**src/rtl/sfa_pkg.sv**
```systemverilog
// shared constants for the serial flash array access block
`default_nettype none
package sfa_pkg;
   // ***************************************
   // command opcodes
   // ***************************************
   localparam logic [7:0] OP_READ    = 8'h52; // read array bytes
   localparam logic [7:0] OP_WRITE   = 8'h82; // load sram, then program sector
   localparam logic [7:0] OP_XFER    = 8'h88; // program sector from sram
   localparam logic [7:0] OP_SRAM_WR = 8'h84; // write sram bytes
   localparam logic [7:0] OP_SRAM_RD = 8'h54; // read sram bytes
   localparam logic [7:0] OP_STATUS  = 8'h57; // read status byte

   // ***************************************
   // geometry
   // ***************************************
   localparam int unsigned SECT_W     = 11;
   localparam int unsigned OFF_W      = 9;
   localparam logic [11:0] SECT_SMALL = 12'h200;  // 512 sectors
   localparam logic [11:0] SECT_LARGE = 12'h800;  // 2048 sectors
   localparam logic [8:0]  OFF_LAST   = 9'h107;   // byte 263
   localparam logic [11:0] BLK_SECT   = 12'h020;  // protect block of 32
   localparam logic [2:0]  ADDR_BYTES = 3'h4;     // address bytes after opcode

   // ***************************************
   // configuration word layout
   // ***************************************
   localparam int unsigned CFG_W      = 9;
   localparam int unsigned CFG_PIN_LSB = 0;  // pin mode, two bits
   localparam int unsigned CFG_RCE    = 2;   // read_edge_select
   localparam int unsigned CFG_WD     = 3;   // protect from top when set
   localparam int unsigned CFG_WR_LSB = 4;   // protect range, four bits
   localparam logic [1:0] PIN_HOLD    = 2'h0;
   localparam logic [1:0] PIN_NC      = 2'h1;
   localparam logic [1:0] PIN_RB      = 2'h2;

   // ***************************************
   // status byte and reset values
   // ***************************************
   localparam int unsigned ST_BUSY    = 0;
   localparam int unsigned ST_WR_REF  = 1;
   localparam int unsigned ST_RD_REF  = 2;
   localparam logic [5:0]  SYNC_RST   = 6'h1A; // sck0 cs1 si0 wp1 hold1 large0

   // ***************************************
   // timing
   // ***************************************
   localparam int unsigned CLK_MHZ    = 200;
   localparam int unsigned TWP_MS     = 5;
   localparam int unsigned TWP_CYCLES = TWP_MS * 1000 * CLK_MHZ;
   localparam int unsigned BUSY_W     = 20;
endpackage : sfa_pkg
`default_nettype wire

```
**src/rtl/sfa_buf2.sv**
```systemverilog
// two-entry byte buffer with valid and ready on both sides
`default_nettype none
module sfa_buf2 (
   input  wire logic       clk,       // system clock
   input  wire logic       rst_n,     // sync reset, active low
   input  wire logic       flush,     // drop all entries
   input  wire logic       in_valid,  // write side valid
   output logic            in_ready,  // room for a byte
   input  wire logic [7:0] in_data,   // write side byte
   output logic            out_valid, // byte available
   input  wire logic       out_ready, // reader takes byte
   output logic [7:0]      out_data   // oldest byte
);
   logic [7:0] mem_q [2];
   logic       wr_ptr_q;
   logic       rd_ptr_q;
   logic [1:0] cnt_q;
   logic [1:0] cnt_d;
   logic       push;
   logic       pop;

   assign push     = in_valid & in_ready & ~flush;
   assign pop      = out_valid & out_ready & ~flush;
   assign out_data = mem_q[rd_ptr_q];

   // next fill level
   always_comb begin
      cnt_d = cnt_q;
      if (flush) begin
         cnt_d = 2'h0;
      end else if (push & ~pop) begin
         cnt_d = cnt_q + 2'h1;
      end else if (pop & ~push) begin
         cnt_d = cnt_q - 2'h1;
      end
   end

   // flags registered from the next level so both sides see flop outputs
   always_ff @(posedge clk) begin
      if (!rst_n) begin
         cnt_q     <= 2'h0;
         wr_ptr_q  <= 1'b0;
         rd_ptr_q  <= 1'b0;
         in_ready  <= 1'b1;
         out_valid <= 1'b0;
      end else begin
         cnt_q     <= cnt_d;
         in_ready  <= (cnt_d != 2'h2);
         out_valid <= (cnt_d != 2'h0);
         wr_ptr_q  <= flush ? 1'b0 : (wr_ptr_q ^ push);
         rd_ptr_q  <= flush ? 1'b0 : (rd_ptr_q ^ pop);
      end
   end

   // storage
   always_ff @(posedge clk) begin
      if (push) begin
         mem_q[wr_ptr_q] <= in_data;
      end
   end
endmodule : sfa_buf2 // sfa_buf2
`default_nettype wire

```
**src/rtl/sfa_flash_access.sv**
```systemverilog
// serial flash slave front end and array access control
`default_nettype none
module sfa_flash_access #(
   parameter int unsigned TWP_CYCLES = sfa_pkg::TWP_CYCLES // program time in clocks
) (
   input  wire logic                       clk,          // 200 MHz system clock
   input  wire logic                       rst_n,        // sync reset, active low
   input  wire logic                       sck,          // serial clock pin
   input  wire logic                       cs_n,         // chip select pin
   input  wire logic                       si,           // serial data in pin
   output logic                            so,           // serial data out
   output logic                            so_oe,        // drive enable for so
   input  wire logic                       wp_n,         // write protect pin
   input  wire logic                       hold_n,       // multi pin as input
   output logic                            rb_out,       // multi pin ready level
   output logic                            rb_oe,        // multi pin drive enable
   input  wire logic                       part_large,   // strap: 2048-sector part
   input  wire logic [sfa_pkg::CFG_W-1:0]  cfg_word,     // configuration word
   output logic                            busy,         // array programming
   output logic                            standby,      // idle and deselected
   output logic                            arr_rd,       // byte read request
   output logic                            arr_wr,       // byte write request
   output logic                            arr_sram,     // request targets sram
   output logic                            arr_erase,    // erase sector pulse
   output logic                            arr_prog,     // program sector pulse
   output logic [sfa_pkg::SECT_W-1:0]      arr_sector,   // sector address
   output logic [sfa_pkg::OFF_W-1:0]       arr_offset,   // byte in sector
   output logic [7:0]                      arr_wdata,    // write byte
   input  wire logic                       arr_rvalid,   // read byte returned
   input  wire logic [7:0]                 arr_rdata,    // read byte
   output logic                            arr_rready    // buffer has room
);
   // frame states
   typedef enum logic [1:0] {
      ST_OPC  = 2'b00,
      ST_ADDR = 2'b01,
      ST_DATA = 2'b10,
      ST_SKIP = 2'b11
   } sfa_st_type;

   // range check of protected sectors
   function automatic logic prot_hit(input logic [11:0] sect,
                                     input logic [3:0] wr, input logic wd,
                                     input logic [11:0] total);
      logic [11:0] lim;
      lim = (wr == 4'hF) ? total : 12'(wr * sfa_pkg::BLK_SECT);
      if (wd) begin
         prot_hit = (sect >= 12'(total - lim));
      end else begin
         prot_hit = (sect < lim);
      end
   endfunction

   // ***************************************
   // pin synchronisers
   // ***************************************
   logic [5:0] meta_q;
   logic [5:0] sync_q;
   logic       sck_prev_q;
   logic       cs_prev_q;

   // two flops per pin before any logic looks at it
   always_ff @(posedge clk) begin
      if (!rst_n) begin
         meta_q <= sfa_pkg::SYNC_RST;
         sync_q <= sfa_pkg::SYNC_RST;
      end else begin
         meta_q <= {part_large, hold_n, wp_n, si, cs_n, sck};
         sync_q <= meta_q;
      end
   end

   logic sck_s, cs_s, si_s, wp_s, hold_s, large_s;
   assign {large_s, hold_s, wp_s, si_s, cs_s, sck_s} = sync_q;

   // edge history
   always_ff @(posedge clk) begin
      if (!rst_n) begin
         sck_prev_q <= 1'b0;
         cs_prev_q  <= 1'b1;
      end else begin
         sck_prev_q <= sck_s;
         cs_prev_q  <= cs_s;
      end
   end

   logic [1:0]  pin_mode;
   logic        read_edge_select;
   logic        hold_act;
   logic        armed_q;
   logic        sel;
   logic        rise_e;
   logic        fall_e;
   logic        cs_rise;
   logic [11:0] sect_total;

   assign pin_mode   = cfg_word[sfa_pkg::CFG_PIN_LSB +: 2];
   assign read_edge_select        = cfg_word[sfa_pkg::CFG_RCE];
   assign hold_act   = (pin_mode == sfa_pkg::PIN_HOLD) & ~hold_s;
   assign sel        = ~cs_s & armed_q & ~hold_act;
   assign rise_e     = sel & sck_s & ~sck_prev_q;
   assign fall_e     = sel & ~sck_s & sck_prev_q;
   assign cs_rise    = cs_s & ~cs_prev_q;
   assign sect_total = large_s ? sfa_pkg::SECT_LARGE : sfa_pkg::SECT_SMALL;

   // nothing is decoded before the first deselect edge after power-up
   always_ff @(posedge clk) begin
      if (!rst_n) begin
         armed_q <= 1'b0;
      end else if (cs_rise) begin
         armed_q <= 1'b1;
      end
   end

   // ***************************************
   // byte assembly and frame decode
   // ***************************************
   logic [2:0]  bit_cnt_q;
   logic [6:0]  rx_q;
   logic [2:0]  byte_cnt_q;
   logic [23:0] addr_q;
   logic [7:0]  op_q;
   logic [7:0]  op_d;
   sfa_st_type  st_q;
   sfa_st_type  st_d;
   logic        byte_done;
   logic [7:0]  rx_byte;
   logic [31:0] addr_full;
   logic [11:0] new_sect;
   logic [8:0]  new_off;
   logic        is_sram_op;
   logic        is_rd_op;
   logic        is_wr_op;
   logic        addr_ok;
   logic        rd_refuse;
   logic        busy_q;

   assign byte_done  = rise_e & (bit_cnt_q == 3'h7);
   assign rx_byte    = {rx_q, si_s};
   assign addr_full  = {addr_q, rx_byte};
   assign new_sect   = {1'b0, addr_full[16 +: sfa_pkg::SECT_W]};
   assign new_off    = addr_full[sfa_pkg::OFF_W-1:0];
   assign is_sram_op = (op_q == sfa_pkg::OP_SRAM_WR) | (op_q == sfa_pkg::OP_SRAM_RD);
   assign is_rd_op   = (op_q == sfa_pkg::OP_READ) | (op_q == sfa_pkg::OP_SRAM_RD);
   assign is_wr_op   = (op_q == sfa_pkg::OP_WRITE) | (op_q == sfa_pkg::OP_SRAM_WR);
   assign addr_ok    = (new_sect < sect_total) & (new_off <= sfa_pkg::OFF_LAST);
   // sram commands skip the busy check so the buffer stays usable
   assign rd_refuse  = busy_q & ~is_sram_op;

   // next frame state on each completed byte
   always_comb begin
      st_d = st_q;
      op_d = op_q;
      if (byte_done) begin
         case (st_q)
            ST_OPC: begin
               op_d = rx_byte;
               case (rx_byte)
                  sfa_pkg::OP_STATUS: st_d = ST_DATA;
                  sfa_pkg::OP_READ, sfa_pkg::OP_WRITE, sfa_pkg::OP_XFER,
                  sfa_pkg::OP_SRAM_WR, sfa_pkg::OP_SRAM_RD: st_d = ST_ADDR;
                  default: st_d = ST_SKIP;
               endcase
            end
            ST_ADDR: begin
               if (byte_cnt_q == sfa_pkg::ADDR_BYTES) begin
                  st_d = (addr_ok & ~rd_refuse) ? ST_DATA : ST_SKIP;
               end
            end
            default: st_d = st_q;
         endcase
      end
   end

   // frame registers; a deselect restarts the frame
   always_ff @(posedge clk) begin
      if (!rst_n) begin
         st_q       <= ST_OPC;
         op_q       <= 8'h00;
         bit_cnt_q  <= 3'h0;
         byte_cnt_q <= 3'h0;
         rx_q       <= 7'h00;
         addr_q     <= 24'h000000;
      end else if (cs_s) begin
         st_q       <= ST_OPC;
         bit_cnt_q  <= 3'h0;
         byte_cnt_q <= 3'h0;
      end else if (rise_e) begin
         st_q      <= st_d;
         op_q      <= op_d;
         bit_cnt_q <= bit_cnt_q + 3'h1;
         rx_q      <= rx_byte[6:0];
         if (byte_done) begin
            addr_q <= addr_full[23:0];
            if (byte_cnt_q != 3'h7) begin
               byte_cnt_q <= byte_cnt_q + 3'h1;
            end
         end
      end
   end

   // ***************************************
   // array and sram requests
   // ***************************************
   logic       outst_q;
   logic       prog_pend_q;
   logic [8:0] off_q;
   logic       wr_refuse_q;
   logic       rd_refuse_q;
   logic       buf_valid;
   logic [7:0] buf_data;
   logic       buf_pop;
   logic       enter_data;
   logic       commit;
   logic       protect;
   logic       stat_clr;

   assign enter_data = byte_done & (st_q == ST_ADDR) & (st_d == ST_DATA);
   assign protect    = ~wp_s
                     | prot_hit({1'b0, arr_sector}, cfg_word[sfa_pkg::CFG_WR_LSB +: 4],
                                cfg_word[sfa_pkg::CFG_WD], sect_total);
   assign commit     = cs_rise & (st_q == ST_DATA) & ~busy_q
                     & ((op_q == sfa_pkg::OP_WRITE) | (op_q == sfa_pkg::OP_XFER));

   // request pulses, address and data toward the array side
   always_ff @(posedge clk) begin
      if (!rst_n) begin
         arr_rd      <= 1'b0;
         arr_wr      <= 1'b0;
         arr_erase   <= 1'b0;
         arr_prog    <= 1'b0;
         arr_sram    <= 1'b0;
         arr_sector  <= '0;
         arr_offset  <= '0;
         arr_wdata   <= 8'h00;
         off_q       <= 9'h000;
         outst_q     <= 1'b0;
         prog_pend_q <= 1'b0;
      end else begin
         arr_rd    <= 1'b0;
         arr_wr    <= 1'b0;
         arr_erase <= 1'b0;
         arr_prog  <= prog_pend_q;
         prog_pend_q <= 1'b0;
         if (arr_rvalid) begin
            outst_q <= 1'b0;
         end
         if (enter_data) begin
            arr_sector <= new_sect[sfa_pkg::SECT_W-1:0];
            arr_sram   <= is_sram_op | (op_q == sfa_pkg::OP_WRITE);
            off_q      <= new_off;
         end else if (~cs_s & (st_q == ST_DATA) & is_rd_op & ~outst_q & arr_rready) begin
            // one byte in flight at most, so the buffer never overruns
            arr_rd     <= 1'b1;
            arr_offset <= off_q;
            outst_q    <= 1'b1;
            off_q      <= (off_q == sfa_pkg::OFF_LAST) ? 9'h000 : off_q + 9'h001;
         end else if (byte_done & (st_q == ST_DATA) & is_wr_op) begin
            arr_wr     <= 1'b1;
            arr_wdata  <= rx_byte;
            arr_offset <= off_q;
            off_q      <= (off_q == sfa_pkg::OFF_LAST) ? 9'h000 : off_q + 9'h001;
         end
         if (commit & ~protect) begin
            arr_erase   <= 1'b1;
            arr_sram    <= 1'b1;
            prog_pend_q <= 1'b1;
         end
      end
   end

   // refusal flags; a new refusal beats the clear from a status read
   always_ff @(posedge clk) begin
      if (!rst_n) begin
         wr_refuse_q <= 1'b0;
         rd_refuse_q <= 1'b0;
      end else begin
         wr_refuse_q <= (commit & protect) | (wr_refuse_q & ~stat_clr);
         rd_refuse_q <= (byte_done & (st_q == ST_ADDR) & (byte_cnt_q == sfa_pkg::ADDR_BYTES)
                         & rd_refuse) | (rd_refuse_q & ~stat_clr);
      end
   end

   // ***************************************
   // busy timer, standby and multi pin
   // ***************************************
   logic [sfa_pkg::BUSY_W-1:0] busy_cnt_q;

   // program time counted from the program pulse
   always_ff @(posedge clk) begin
      if (!rst_n) begin
         busy_q     <= 1'b0;
         busy_cnt_q <= '0;
      end else if (prog_pend_q) begin
         busy_q     <= 1'b1;
         busy_cnt_q <= sfa_pkg::BUSY_W'(TWP_CYCLES - 1);
      end else if (busy_q) begin
         if (busy_cnt_q == '0) begin
            busy_q <= 1'b0;
         end else begin
            busy_cnt_q <= busy_cnt_q - 1'b1;
         end
      end
   end

   // status and pin views of the busy state
   always_ff @(posedge clk) begin
      if (!rst_n) begin
         busy    <= 1'b0;
         standby <= 1'b0;
         rb_out  <= 1'b0;
         rb_oe   <= 1'b0;
      end else begin
         busy    <= busy_q;
         standby <= cs_s & ~busy_q & ~prog_pend_q;
         rb_out  <= ~busy_q;
         rb_oe   <= (pin_mode == sfa_pkg::PIN_RB);
      end
   end

   // ***************************************
   // read data buffer and output shifter
   // ***************************************
   logic [7:0] stat_byte;
   logic [6:0] tx_q;
   logic       out_edge;
   logic       tx_load;
   logic [7:0] tx_byte;

   always_comb begin
      stat_byte = 8'h00;
      stat_byte[sfa_pkg::ST_BUSY]   = busy_q;
      stat_byte[sfa_pkg::ST_WR_REF] = wr_refuse_q;
      stat_byte[sfa_pkg::ST_RD_REF] = rd_refuse_q;
   end

   sfa_buf2 u_buf (
      .clk       (clk),
      .rst_n     (rst_n),
      .flush     (cs_s),
      .in_valid  (arr_rvalid & outst_q),
      .in_ready  (arr_rready),
      .in_data   (arr_rdata),
      .out_valid (buf_valid),
      .out_ready (buf_pop),
      .out_data  (buf_data)
   );

   // rising-edge mode loads on a byte's first rise, one half clock later
   assign out_edge = read_edge_select ? rise_e : fall_e;
   assign tx_load  = out_edge & (bit_cnt_q == 3'h0);
   assign buf_pop  = tx_load & (st_q == ST_DATA) & is_rd_op;
   // clear only once the status byte is loaded, so the read still reports the flags
   assign stat_clr = tx_load & (st_q == ST_DATA) & (op_q == sfa_pkg::OP_STATUS);
   assign tx_byte  = (st_q != ST_DATA) ? 8'hFF
                   : (op_q == sfa_pkg::OP_STATUS) ? stat_byte
                   : buf_valid ? buf_data : 8'hFF;

   // shift out msb first on the selected edge
   always_ff @(posedge clk) begin
      if (!rst_n) begin
         so    <= 1'b1;
         tx_q  <= 7'h7F;
         so_oe <= 1'b0;
      end else begin
         so_oe <= ~cs_s & ~hold_act;
         if (cs_s) begin
            so   <= 1'b1;
            tx_q <= 7'h7F;
         end else if (tx_load) begin
            so   <= tx_byte[7];
            tx_q <= tx_byte[6:0];
         end else if (out_edge) begin
            so   <= tx_q[6];
            tx_q <= {tx_q[5:0], 1'b1};
         end
      end
   end
endmodule : sfa_flash_access // sfa_flash_access
`default_nettype wire

```
**config.mk**
```make
export PLATFORM = sky130hd
export DESIGN_NAME = sfa_flash_access
export DESIGN_NICKNAME = d
export VERILOG_FILES = /design/src/rtl/sfa_pkg.sv /design/src/rtl/sfa_buf2.sv /design/src/rtl/sfa_flash_access.sv
export SDC_FILE = /design/constraint.sdc
export NUM_CORES = 1
export LEC_CHECK = 0
export ABC_AREA = 1
export BUFFER_PORTS_ARGS = -buffer_cell sky130_fd_sc_hd__clkbuf_2
export CELL_PAD_IN_SITES_DETAIL_PLACEMENT = 1
export CELL_PAD_IN_SITES_GLOBAL_PLACEMENT = 2
export CORE_MARGIN = 3
export CORE_UTILIZATION = 32
export DETAILED_ROUTE_END_ITERATION = 6
export GPL_TIMING_DRIVEN = 0
export PLACE_DENSITY_LB_ADDON = 0.1
export SLEW_MARGIN = 10
export SYNTH_ARGS = -nofsm -noshare
export SYNTH_HDL_FRONTEND = slang
export SYNTH_SLANG_ARGS = --single-unit
export TNS_END_PERCENT = 20
```
**constraint.sdc**
```tcl
create_clock -name clk -period 2.5 [get_ports clk]
set_input_delay 0.25 -clock clk [delete_from_list [all_inputs] [get_ports clk]]
set_output_delay 0.25 -clock clk [all_outputs]
set_load 0.05 [all_outputs]
```
# Word level (Yosys, flattened, before mapping)
# Memory sizes are Yosys's and may differ from the RTL's. A register that Yosys moved wholly into a read port is not among the register bits.
# Cells that the tools add are included.
# word_totals
mem_count	1
latch_bits	0
mem_bits_rw	16
out_inout_bits	40
regBits	142
romBits	0
in_bits	26
elab_cells	212
# op_classes
n_div	0
eq_ne	24
n_bitwise	73
mul	0
shift	0
muxes	42
addsub	7
n_lt_le_gt_ge	4
reduce_logical	23
# memory_table
memory	depth	width	read_ports	rd_ports_with_merged_regs	write_ports	line	text
u_buf.mem_q	2	8	1	1	1	sfa_buf2.sv:14	logic [7:0] mem_q [2];
# ops
op	n
$mux W20	3
$mux W9	6
$eq A8 B7 Y1 const B	6
$eq A8 B8 Y1 const B	6
$and A1 B1 Y1	43
$lt A11 B12 Y1	2
$mux W12	2
$mux W8	3
$logic_not A20 Y1	1
$not A1 Y1	20
$sub A20 B1 Y20 const B	1
$mux W1	19
$mux W7	2
$ge A11 B12 Y1	1
$sub A12 B12 Y12	1
$mux W2	5
$reduce_bool A2 Y1	5
$add A9 B1 Y9 const B	1
$eq A9 B9 Y1 const B	1
$le A9 B9 Y1 const B	1
$reduce_and A3 Y1	3
$or A1 B1 Y1	8
$pmux W2 S2	2
$reduce_and A2 Y1	4
17 further kinds	27

# Depth between registers and ports, before layout
# logic_depth
depth_word	17
mapped_depth	20
depth_no_buf	20

# Hierarchy
# A second synthesis with hierarchy kept.
# unflattened
cells_unflattened	926
hier_area_um2	7099.3
# modules_own_cells
mod	seq_area_each_um2	cells_per_inst	n_inst	area_each_um2
sfa_flash_access	2722.6	838	1	6175.9
sfa_buf2	600.6	88	1	923.4

# Least setup slack after synthesis
# No wires, ideal clock.
# synth_path
kind	input -> register
startpoint	input port cfg_word[7] in the netlist's numbering
endpoint	register wr_refuse_q
required_time_ns	2.388
setup_time_ns	0.112
arrival_time_ns	1.902
path_slack_ns	0.486
n_path_buf	0
stages	20
path_cell_list	nand2_1 inv_1 nand2_1 nand2_1 ha_1 inv_1 xor2_1 ha_1 nand2_1 inv_1 nand2_1 nand2_1 nand2_1 nand2_1 nand2_1 nand2_1 nand2_1 nand3_1 nand2_1 nand2_1
# synth_between
elab_chain_cells	8
elab_cells_between_ends	9
classes_between	1 x add/sub; 2 x order compare; 1 x eq/ne; 2 x mux; 3 x bitwise
# synth_rtl
element	line	text
from (decl)	sfa_flash_access.sv:18	input wire logic [sfa_pkg::CFG_W-1:0] cfg_word,
$eq A4 B4 Y1	sfa_flash_access.sv:46	lim = (wr == 4'hF) ? total : 12'(wr * sfa_pkg::BLK_SECT);
$mux W12 (*)	sfa_flash_access.sv:46	
$sub A12 B12 Y12	sfa_flash_access.sv:48	prot_hit = (sect >= 12'(total - lim));
$ge A11 B12 Y1	sfa_flash_access.sv:48	
$mux W1 (*)	sfa_flash_access.sv:47	if (wd) begin
$or A1 B1 Y1 (*)	sfa_flash_access.sv:220	| prot_hit({1'b0, arr_sector}, cfg_word[sfa_pkg::CFG_WR_LSB +: 4],
$and A1 B1 Y1 (*)	sfa_flash_access.sv:278	wr_refuse_q <= (commit & protect) | (wr_refuse_q & ~stat_clr);
$or A1 B1 Y1 (*)	sfa_flash_access.sv:278	
to (signal assigned)	sfa_flash_access.sv:278	
to (decl)	sfa_flash_access.sv:208	logic wr_refuse_q;
# Every way passes the cells marked *; elsewhere a longest branch is shown, timed or not.
# A chain may end at the register's enable or synchronous reset.

# Worst setup path after layout
# layout_path
startpoint	register busy_cnt_q[0] in the netlist's numbering
endpoint	register busy_cnt_q[17] in the netlist's numbering
# layout_between
elab_chain_cells	4
elab_cells_between_ends	7
classes_between	1 x add/sub; 1 x eq/ne; 3 x mux; 2 x reduce/logical
# layout_rtl
element	line	text
from (decl)	sfa_flash_access.sv:287	logic [sfa_pkg::BUSY_W-1:0] busy_cnt_q;
from (signal assigned)	sfa_flash_access.sv:296	busy_cnt_q <= sfa_pkg::BUSY_W'(TWP_CYCLES - 1);
from (signal assigned)	sfa_flash_access.sv:301	busy_cnt_q <= busy_cnt_q - 1'b1;
$sub A20 B1 Y20	sfa_flash_access.sv:301	
$mux W20	sfa_flash_access.sv:298	if (busy_cnt_q == '0) begin
$mux W20	sfa_flash_access.sv:297	end else if (busy_q) begin
$mux W20	sfa_flash_access.sv:294	end else if (prog_pend_q) begin
# Several ways; a longest one is shown, not always the timed one. The select of a mux whose other input is x is not followed.

==> qor.yml <==
status: "finished, final reports clean"
synth_top_area_cell: "dfxtp_1"
path_cells: "inv_1 > ha_1 > inv_2 > nor2_4 > nand2_1 > nor2_4 > nand3_4 > nand2_4 > inv_4 > buf_4 > nand3_1 > a31oi_1"
preCtsSetupSlack_ns: -0.0893
final_common_cell: "nand2_1"
fin_crit_ns: 2.18
worst_pin_slew_ns: 0.831
synth.distinct_cells: 54
viasPerCell: 4.78
vias: 6229
pin_count: 66
finClkSkew_ns: 0.0151
avgSynthCellArea_um2: 7.94
portBuffers: 63
hpwl_um: 15400
path_clk_slew_ns: 0.07
initialDrtViolationCount: 259
grt_first_pass_wirelength_um: 34700
arrival_ns: 2.47
maxCapViolCount: 0
cts_resized: 0
setup_viol: 0
critPathRequiredTime_ns: 2.79
hold_path_startpoint: "sck"
critPathMaxFanout: 10
die_y_um: 157
ys_warn_count: 0
ys_ff_latch: 158
syn_inst: 915
synth_top_area_share_pct: 39.1
antenna_found_initial: 0
p_seq_share_pct: 47.3
r2r-start: "busy_cnt_q[0]"
placementRows: 54
cts_buffers: 17
fin_util_pct: 39.2
grt_pass1_vias: 6394
die_x_um: 157
synth-compound-area-share_pct: 16.1
root_buffer: "clkbuf_16"
synth_fp_nets: 961
antenna_cells: 0
combPwrFrac_pct: 3.1
max_stage_delay_ns: 0.33
endpoint_kind: "flip-flop"
gr-total-overflow: 0
final_cell_mix: "nand2_1, dfxtp_1, inv_1"
h-tree-depth: 4
clkLatencyLatePin_ns: 0.44
synth_edf_count: 16
slew_viol_final: 0
tritoncts: "built"
start_util_pct: 32.9
synthTopCellsByArea: "dfxtp_1, nand2_1, edfxtp_1"
wirelength_um: 20800
path_class: "reg -> reg"
p_clk_share_pct: 49.6
async_flop_share_pct: 0
synth-xor-area-share_pct: 1.81
r2r_cells: 12
setup_ws_ns: 0.317
holdPathEnd: "meta_q[0]"
slew_headroom_pct: 44.6
synth_top_family_by_area: "simple AND/OR/NAND/NOR gates"
synth-simple-area-share_pct: 23.9
intPower_mw: 4.14
p_per_area_nw_per_um2: 629
swShare_pct: 24.0
synth.area.mux_share_pct: 0
drc: 0
antenna_left: 0
wl_per_cell_um: 16.0
switching_power_mw: 1.31
grt_use_total_pct: 17.9
grt_max_degree: 18
holdPathStages: 3
rrSetupSlack_ns: 0.32
cp-start-kind: "flip-flop"
synth_fa_ha_area_share_pct: 3.44
finalNetCount: 1056
synthesis.area_um2: 7270
die-area_um2: 24600
drive_gt1_share_pct: 16.0
hold_viol: 0
cts.sinks: 158
firstDrtPassIters: 7
vdd_drop_max_v: 0.000366
area_growth_pct: 19.3
cts.path.max_buffers: 2
hold_class: "in -> reg"
p_leak_nw: 3.76
timing.final.crit_share_pct: 87.3
core_um2: 22100
rsz0062_at_grt: "false"
yosys_most_used_dff: "dfxtp_1"
r2r-end: "busy_cnt_q[17]"
cp_common_cell: "nor2_4"
cp_slowest_cell: "dfxtp_1"
fmax_mhz: 458
yosysSeqAreaShare_pct: 45.7
gp_congestion: 0.763
finalSetupTns_ns: 0
power by group through the flow:
stage,clock network [mW],logic (mW),registers (mW)
final,2.70,0.169,2.57
after global routing,2.89,0.194,2.58
after CTS,2.78,0.173,2.57
after detailed placement,0,0.157,2.63
after global placement,0,0.157,2.63
after floorplan,0,0.0827,2.64
timing repair:
item	in CTS	in global routing
endpoints found under the hold margin	21	0
hold buffers	13	0
setup buffers	0	0
flip-flops by register name (all words and copies together) (netlist names), 8 cells and up:
register	cells
u_buf.mem_q	16
busy_cnt_q	20
arr_sector	11
op_q	8
arr_offset	9
off_q	9
addr_q	19
arr_wdata	8
synth_stat cells, types with 6 or more instances:
master,number
clkbuf_1,15
a21oi_1,82
xor2_1,12
a211oi_2,9
dfxtp_1,142
nand3_1,43
inv_1,112
nor2_2,6
o21ai_1,6
edfxtp_1,16
or2_2,7
ha_1,20
buf_2,7
nand4_1,19
nor2_1,83
nand2_1,163
a31oi_1,14
nor2_4,6
o21ai_0,76
nor3_1,11
worst max-delay path by stage:
stage,from,end
2_1_floorplan,cfg_word[7],wr_refuse_q
3_3_place_gp,cfg_word[4],wr_refuse_q
3_5_place_dp,cfg_word[4],wr_refuse_q
4_1_cts,busy_cnt_q[0],busy_cnt_q[17]
5_1_grt,cfg_word[4],wr_refuse_q
6_report,busy_cnt_q[0],busy_cnt_q[17]
final cells by class:
cell class,instances,area (um^2)
repair buffers,76,445
multi-input cells,605,3290
fillers,2695,13400
inverters,119,450
clock inverters,12,139
clock buffers,20,468
well taps,280,350
plain buffers,33,201
flip-flops and latches,158,3320
layer usage:
| layer | track usage (%) | vias to the layer above | wire (um) |
|---|---|---|---|
| met2 | 28.0 | 62 | 9230 |
| met1 | 25.9 | 2924 | 11000 |
| met3 | 2.93 | 9 | 449 |
| met5 | 0 | - | 0 |
| li1 | - | 3234 | - |
| met4 | 4.13 | 0 | 187 |
through the flow:
stage / hold WS (ns) / cells / cell area (um^2) / power (mW)
finish: 0.0152 / 1303 / 8670 / 5.45
CTS: 0.00173 / 1303 / 8670 / 5.53
global placement: 0.393 / 1258 / 7930 / 2.79
global route: 0.0252 / 1303 / 8670 / 5.66
floorplan: 0.322 / 915 / 7270 / 2.72
detailed placement: 0.407 / 1258 / 7930 / 2.79
logic make-up (layout without fill, tap and decap cells):
| family | after synthesis | in the layout |
|---|---|---|
| DFF | 158 | 158 |
| buffers and inverters | 152 | 260 |
| and+or+nand+nor | 364 | 364 |
| AOI/OAI and AO/OA | 206 | 206 |
| xor gates and xnor gates | 15 | 15 |
| adders and majority gates | 20 | 20 |
critical path: cells and delay by family (launching register included):
family | cells | cell delay (ns)
buffers and inverters | 4 | 0.50
adder cells (fa/ha/maj) | 1 | 0.33
AO/OA/AOI/OAI | 1 | 0.08
AND/OR/NAND/NOR | 6 | 0.80
flip-flops | 1 | 0.33
(Power assumes the default switching activity.)
